<file path="config.mk">
export PLATFORM = sky130hd
export DESIGN_NAME = cpb_regs
export DESIGN_NICKNAME = d
export VERILOG_FILES = /design/src/cpb_pkg.sv /design/src/cpb_decode.sv /design/src/cpb_regs.sv
export VERILOG_INCLUDE_DIRS = /design/src
export SDC_FILE = /design/constraint.sdc
export NUM_CORES = 1
export LEC_CHECK = 0
export ABC_CLOCK_PERIOD_IN_PS = 3750
export BUFFER_PORTS_ARGS = -buffer_cell sky130_fd_sc_hd__buf_2
export CAP_MARGIN = 25
export CORE_ASPECT_RATIO = 0.6
export CORE_UTILIZATION = 50
export CTS_CLUSTER_SIZE = 40
export DETAILED_ROUTE_END_ITERATION = 10
export MAX_ROUTING_LAYER = met4
export PLACE_DENSITY = 0.84
export REMOVE_ABC_BUFFERS = 1
export SYNTH_ARGS = -nofsm -noshare
export SYNTH_HDL_FRONTEND = slang
export SYNTH_SLANG_ARGS = --single-unit
</file>
<file path="constraint.sdc">
create_clock -name I_CLK -period 3.75 [get_ports I_CLK]
set_clock_uncertainty 0.15 [all_clocks]
set_input_delay 0 -clock I_CLK [delete_from_list [all_inputs] [get_ports I_CLK]]
set_output_delay 0 -clock I_CLK [all_outputs]
set_load 0.01 [all_outputs]
</file>
<file path="src/cpb_params.svh">
// Constants for the configuration-port base relocation block
`ifndef CPB_PARAMS_SVH
`define CPB_PARAMS_SVH

// Configuration register indices
`define CPB_IDX_TEST_TWO   8'h10
`define CPB_IDX_TEST_THREE 8'h11
`define CPB_IDX_BASE_LOW   8'h12
`define CPB_IDX_BASE_HIGH  8'h13

// Reset values
`define CPB_TEST_RST       8'h00
`define CPB_IDX_RST        8'h00
`define CPB_LOW_STRAP0     8'h2E
`define CPB_LOW_STRAP1     8'h4E
`define CPB_HIGH_STRAP0    8'h00
`define CPB_HIGH_STRAP1    8'h16

// Strap bit positions
`define CPB_STRAP_LOW_BIT  0
`define CPB_STRAP_HIGH_BIT 1

// Port select: address bit 0 picks index (0) or data (1) port
`define CPB_PORT_BIT       0
`define CPB_PORT_INDEX     1'b0
`define CPB_PORT_DATA      1'b1

// Base address: bit 0 is always zero
`define CPB_BASE_A0_BIT    0
`define CPB_BASE_A0_VAL    1'b0

// Value read back from an index this block does not hold
`define CPB_UNMAPPED_READ  8'h00

`endif

</file>
<file path="src/cpb_pkg.sv">
// Types for the configuration-port base relocation block
package cpb_pkg;

	// One I/O cycle as presented by the bus front end
	typedef struct packed {
		logic        valid;
		logic        write;
		logic [15:0] addr;
		logic [7:0]  wdata;
	} cpb_io_req_t;

	// Whole state of the register bank
	typedef struct packed {
		logic [7:0]  cfg_idx;
		logic [7:0]  test_two;
		logic [7:0]  test_three;
		logic [7:0]  base_low;
		logic [7:0]  base_high;
		logic [15:0] active_base;
		logic        claim;
		logic [7:0]  rdata;
	} cpb_state_t;

endpackage : cpb_pkg

</file>
<file path="src/cpb_decode.sv">
// Configuration-port address decoder
`include "cpb_params.svh"
module cpb_decode (
	input  wire logic [15:0] i_addr,
	input  wire logic [15:0] i_base,
	output logic             o_hit,
	output logic             o_data_port
);

	assign o_hit       = (i_addr[15:1] == i_base[15:1]);
	assign o_data_port = (i_addr[`CPB_PORT_BIT] == `CPB_PORT_DATA);

endmodule : cpb_decode

</file>
<file path="src/cpb_regs.sv">
// Configuration-port base relocation register bank
`include "cpb_params.svh"
// Summary of operation
// - Third test register accessed only in config state with its index loaded.
// - Both test registers are plain storage, cleared on power-on reset.
// - Base held as low byte (bits 7:0) and high byte (bits 15:8).
// - Configuration-port base always sits on an even address.
// - Low base bit 0 is read-only zero regardless of writes.
// - Both resets load low base 0x2E or 0x4E from first strap.
// - Resets load high base 0x00 or 0x16 from second strap.
// - Decode moves only when the high base register is written or on either reset.
module cpb_regs (
	input  wire logic                 I_CLK,
	input  wire logic                 I_SRST,
	input  wire logic                 I_BUS_RST,
	input  wire logic [1:0]           I_BASE_SELECT_STRAP,
	input  wire logic                 I_CFG_STATE,
	input  wire cpb_pkg::cpb_io_req_t I_IO_REQ,
	output logic                      O_CLAIM,
	output logic [7:0]                O_RDATA,
	output logic [15:0]               O_ACTIVE_BASE
);

	cpb_pkg::cpb_state_t st;
	cpb_pkg::cpb_state_t next_st;
	logic                hit;
	logic                data_port;
	logic [7:0]          strap_low;
	logic [7:0]          strap_high;
	logic                data_wr;
	logic                data_rd;

	cpb_decode u_decode (
		.i_addr      (I_IO_REQ.addr),
		.i_base      (st.active_base),
		.o_hit       (hit),
		.o_data_port (data_port)
	);

	assign strap_low = I_BASE_SELECT_STRAP[`CPB_STRAP_LOW_BIT] ?
		`CPB_LOW_STRAP1 : `CPB_LOW_STRAP0;
	assign strap_high = I_BASE_SELECT_STRAP[`CPB_STRAP_HIGH_BIT] ?
		`CPB_HIGH_STRAP1 : `CPB_HIGH_STRAP0;

	// Data port only opens in config state, otherwise it is inert
	assign data_wr = I_IO_REQ.valid && hit && data_port &&
		I_IO_REQ.write && I_CFG_STATE;
	assign data_rd = I_IO_REQ.valid && hit && data_port &&
		!I_IO_REQ.write && I_CFG_STATE;

	always_comb begin
		next_st = st;
		next_st.claim = 1'b0;
		next_st.rdata = `CPB_UNMAPPED_READ;
		if (I_IO_REQ.valid && hit) begin
			next_st.claim = 1'b1;
		end
		// Index port loads only in config state
		if (I_IO_REQ.valid && hit && !data_port && I_CFG_STATE) begin
			if (I_IO_REQ.write) begin
				next_st.cfg_idx = I_IO_REQ.wdata;
			end else begin
				next_st.rdata = st.cfg_idx;
			end
		end
		if (data_wr) begin
			case (st.cfg_idx)
				`CPB_IDX_TEST_TWO: begin
					next_st.test_two = I_IO_REQ.wdata;
				end
				`CPB_IDX_TEST_THREE: begin
					next_st.test_three = I_IO_REQ.wdata;
				end
				`CPB_IDX_BASE_LOW: begin
					next_st.base_low = {I_IO_REQ.wdata[7:1],
						`CPB_BASE_A0_VAL};
				end
				`CPB_IDX_BASE_HIGH: begin
					next_st.base_high = I_IO_REQ.wdata;
					// decode moves here, using the held low byte
					next_st.active_base = {I_IO_REQ.wdata, st.base_low};
				end
				default: begin
					next_st.cfg_idx = st.cfg_idx;
				end
			endcase
		end
		if (data_rd) begin
			case (st.cfg_idx)
				`CPB_IDX_TEST_TWO: begin
					next_st.rdata = st.test_two;
				end
				`CPB_IDX_TEST_THREE: begin
					next_st.rdata = st.test_three;
				end
				`CPB_IDX_BASE_LOW: begin
					next_st.rdata = st.base_low;
				end
				`CPB_IDX_BASE_HIGH: begin
					next_st.rdata = st.base_high;
				end
				default: begin
					next_st.rdata = `CPB_UNMAPPED_READ;
				end
			endcase
		end
		// Bus reset moves the base back but keeps the test registers
		if (I_BUS_RST) begin
			next_st.test_two = st.test_two;
			next_st.test_three = st.test_three;
			next_st.cfg_idx = `CPB_IDX_RST;
			next_st.base_low = strap_low;
			next_st.base_high = strap_high;
			next_st.active_base = {strap_high, strap_low};
			next_st.claim = 1'b0;
			next_st.rdata = `CPB_UNMAPPED_READ;
		end
	end

	// Straps sampled by the synchronous reset, so no async capture hazard
	always_ff @(posedge I_CLK) begin
		if (I_SRST) begin
			st.cfg_idx <= `CPB_IDX_RST;
			st.test_two <= `CPB_TEST_RST;
			st.test_three <= `CPB_TEST_RST;
			st.base_low <= strap_low;
			st.base_high <= strap_high;
			st.active_base <= {strap_high, strap_low};
			st.claim <= 1'b0;
			st.rdata <= `CPB_UNMAPPED_READ;
		end else begin
			st <= next_st;
		end
	end

	assign O_CLAIM = st.claim;
	assign O_RDATA = st.rdata;
	assign O_ACTIVE_BASE = st.active_base;
endmodule : cpb_regs

</file>
## After elaboration in Yosys (flattened, before gate mapping)

Index checks and enable logic that the tools add are counted.

| storage, ports and cells | value |
|---|---|
| bits in registers | 65 |
| input port bits | 32 |
| word-level logic and storage cells | 51 |
| output and inout bits | 25 |

| operators by class | value |
|---|---|
| reduce and logical (&&, ||, !) cells | 19 |
| bitwise logic cells | 1 |
| multiplexer cells | 17 |
| eq/ne operators | 6 |

Operators by type and width:

| operator | count |
|---|---|
| 2-to-1 mux 41 bit | 2 |
| 2-to-1 mux 8 bit | 9 |
| 2-to-1 mux 56 bit | 1 |
| equality test 8 x 5 -> 1 bit, second input constant | 4 |
| one-hot mux 8 bit (4 select lines) | 1 |
| 2-to-1 mux 24 bit | 1 |
| equality test 15 bit | 1 |
| nonzero test 3 bit | 3 |
| logical AND 1 bit | 8 |
| 2-to-1 mux 7 bit | 1 |
| AND reduction 3 bit | 2 |
| 2-to-1 mux 5 bit | 1 |
| AND reduction 2 bit | 2 |
| OR reduction 4 bit | 1 |
| logical NOT 1 bit | 2 |
| != test 2 bit, second input constant | 1 |
| OR reduction 2 bit | 1 |
| 2-to-1 mux 1 bit | 1 |
| inverter 1 bit | 1 |

## Longest topological paths before layout

| depth | value |
|---|---|
| depth after elaboration | 9 |
| mapped depth | 7 |

## Hierarchy

Synthesis repeated with hierarchy kept, for this count alone.

| unflattened totals | value |
|---|---|
| cell total of the unflattened synthesis | 257 |
| area, all modules | 2762.6 µm² |

By module, submodules not included:

| module | cells each | times used | area an instance (µm²) |
|---|---|---|---|
| cpb_regs | 236 | 1 | 2587.5 |
| cpb_decode | 21 | 1 | 175.2 |

## Least setup slack after synthesis

No wires, ideal clock.

| timing | value |
|---|---|
| path kind | reg-to-reg |
| from | register st[32] (netlist name) |
| to | register st, in the netlist O_ACTIVE_BASE[1] (enable) |
| required time | 3.232 ns |
| library setup time | 0.368 ns |
| stages on the path, launching flop included | 6 |
| arrival time | 2.162 ns |
| path slack | 1.070 ns |
| buffers on the path | 0 |
| clock period less this slack | 2.680 ns |
| path through | edfxtp_1 -> xnor2_1 -> nand4_1 -> or4_4 -> nor2_1 -> a41o_1 |

RTL lines:

| item | RTL line | source |
|---|---|---|
| end signal, assigned | cpb_regs.sv:132 | `st <= next_st;` |
| end, declared | cpb_regs.sv:24 | `cpb_pkg::cpb_state_t st;` |

## Worst setup path in the final report

| timing | value |
|---|---|
| from | register st, in the netlist O_ACTIVE_BASE[1] |
| to | register st[27] (netlist name) (enable) |

| on the way | value |
|---|---|
| cells in the longest elaborated chain, start to end | 7 |

RTL lines:

| item | RTL line | source |
|---|---|---|
| equality test 15 bit | cpb_decode.sv:10 | `assign o_hit = (i_addr[15:1] == i_base[15:1]);` |
| logical AND 1 bit (3 in series) | cpb_regs.sv:46 | `assign data_wr = I_IO_REQ.valid && hit && data_port &&` |
| logical AND 1 bit | cpb_regs.sv:47 | `I_IO_REQ.write && I_CFG_STATE;` |
| nonzero test 3 bit (no line) | n/a |  |
| AND reduction 2 bit (no line) | n/a |  |

No other way between the ends.
A chain may end at the register's enable or synchronous reset.

==> flow_summary.ini <==
[outcome]
status = completed

[floorplan]
dieHeight_um = 59.9
dieArea_um2 = 5900
rows = 20
core_um2 = 5230
initial_core_util_pct = 53.4
io_pins = 57
die_w_um = 98.5

[global_routing]
grt_pass1_vias = 1953
grt_max_degree = 27
grt-ovfl-total = 0
grt_pass1_wl_mm = 9.89
antenna_found_initial = 0
grt_usage_pct = 23.6

[finish]
nFillCells = 447
layout-drive-gt1-share_pct = 27.1
final_cell_mix = buf_2 (55), dfxtp_1 (33), nand2b_1 (24)
finalNetCount = 323
mostFrequentLayoutCell = buf_2
multi_input_area_um2 = 1240
seqCellArea_um2 = 1320
syn_to_final_growth_pct = 13.0
n_antenna_cell = 0

[synthesis]
synth_warnings = 0
seq_area_frac_synth_pct = 47.3
synth-edff-count = 22
synth_flop_cell = dfxtp_1
synth_cell_type_count = 35
syn_inst = 253
synthArstFlopShare_pct = 0
ys_seq_elements = 55
postSynthAreaPerCell_um2 = 11.0
syn-cell-area_um2 = 2800

[power]
p_leak_nw = 1.26
power_w = 0.00116
p_per_area_nw_per_um2 = 368
vdd_drop_max_uv = 220

[sta]
report.final.slew_viol_count = 0
rsz0062_at_grt = no
hold_viol_final = 0
fmax_ghz = 0.328
slew_headroom_pct = 54.4
tightest_slew_ns = 0.683
setup_violations = 0
min_period_over_period_pct = 81.3
setup-tns-final_ns = 0
min_period_ns = 3.05

[clock_network]
ctsRootBufferMaster = clkbuf_8
clk_path_buf_depth = 2
h-tree-depth = 2
cts_resized = 0
clk_pin_slew_ns = 0.10
clkLatencyLatePin_ns = 0.32
cts_setup_buffers = 0
clock-sinks = 55
hold_buffers = 12
cts_tree = yes
numCtsBuffers = 5

[setup_path]
critPathCaptureType = flop
worstPathMaxFanout = 15
crit_type = reg -> reg
cp.required_ns = 3.55
crit_arrival_ns = 2.85
crit_path_start_kind = flop

[detailed_routing]
first_pass_iters = 6
routed_wl_mm = 6.22
wl_per_cell_um = 17.4
drtAntennaViolNets = 0
vias = 1986
remaining_drc_errors = 0
avgViaCountPerCell = 5.55
drtIter0Drc = 74

[job]
cap_violations = 0

[placement]
dp_hpwl_mm = 4.65
port_buffers = 55
place_congestion = 0.856

[worst_hold_path]
hp-class = in -> reg
[state kept, by name, summed over array words and instances, names as in the netlist]
signal,flops
O_RDATA,8
st,39
O_ACTIVE_BASE,7
O_CLAIM,1
[through the flow]
stage | setup slack, ns | hold slack [ns] | std cells | area [um^2] | util [%]
after global routing | 0.543 | 0.0566 | 358 | 3160 | 60.4
after floorplan | 0.922 | -0.00230 | 216 | 2560 | -
after CTS | 0.711 | 0.0356 | 358 | 3160 | 60.4
after global placement | 0.854 | 0.148 | 338 | 2930 | 56.0
after detailed placement | 0.724 | 0.151 | 338 | 2930 | 56.0
final | 0.700 | 0.0345 | 358 | 3160 | 60.4
[routing by layer]
metal  wire length [um]  vias up  global-route usage [%]
li1                   -      949                       -
met1               2670      957                    28.9
met2               2960       73                    38.4
met3                556        7                    8.54
met4                 38        0                    4.90
met5                  0        -                       -
[logic make-up after synthesis]
family	after synthesis	share of synthesized area (%)
XOR/XNOR	15	4.70
flip-flops	55	47.3
AND/OR/NAND/NOR	80	18.5
other	1	0.134
multiplexers	24	11.7
buffers and inverters	38	8.50
AO/OA/AOI/OAI	40	9.13
[synthesized netlist by cell type, drive strengths merged, types with 3 or more instances]
cell type  instances  share of area, %
o21ai              9               1.6
nor2b              7               1.6
nand2b            24               5.4
nand3             10               1.8
a21oi             15               2.7
mux2i             17               6.1
dfxtp             33                24
a21o               6               1.6
nor2              14               2.5
nand4              5               1.7
and2               9               2.0
nor3               3               1.1
edfxtp            22                24
clkbuf             9               1.2
mux4               7               5.6
buf               28               7.2
xnor2             15               4.7
a22o               5               1.6
[layout make-up]
cell class | count | area share, %
timing repair buffer | 68 | 12.8
clock buffer | 5 | 2.18
inverter | 1 | 0.119
sequential | 55 | 41.8
tap | 66 | 2.61
clock inverter | 3 | 1.39
multi-input combinational | 160 | 39.1
[power by group]
part / switching (W) / leakage, nW / internal, W
clock network: 0.000200 / 0.0581 / 0.000199
registers: 0.0000136 / 0.497 / 0.000641
logic: 0.0000559 / 0.707 / 0.0000535
total: 0.000269 / 1.26 / 0.000893
[critical path, cell delays in order, from the launching register on]
cell	delay (ns)
edfxtp_1	0.43
xnor2_1	0.21
nand4_1	0.26
or4_4	0.71
nor2_1	0.14
buf_4	0.16
a41o_1	0.63
[final timing paths]
check / startpoint / endpoint / slack [ns] / cells after the start
hold / removal: I_CFG_STATE / O_RDATA[6] / 0.03 / 3
setup / recovery: O_ACTIVE_BASE[1] / st[27] / 0.70 / 6
hold reg to reg: st[43] / st[43] / 0.33 / 2
setup reg to reg: O_ACTIVE_BASE[1] / st[27] / 0.70 / 6
(Power assumes the default switching activity.)
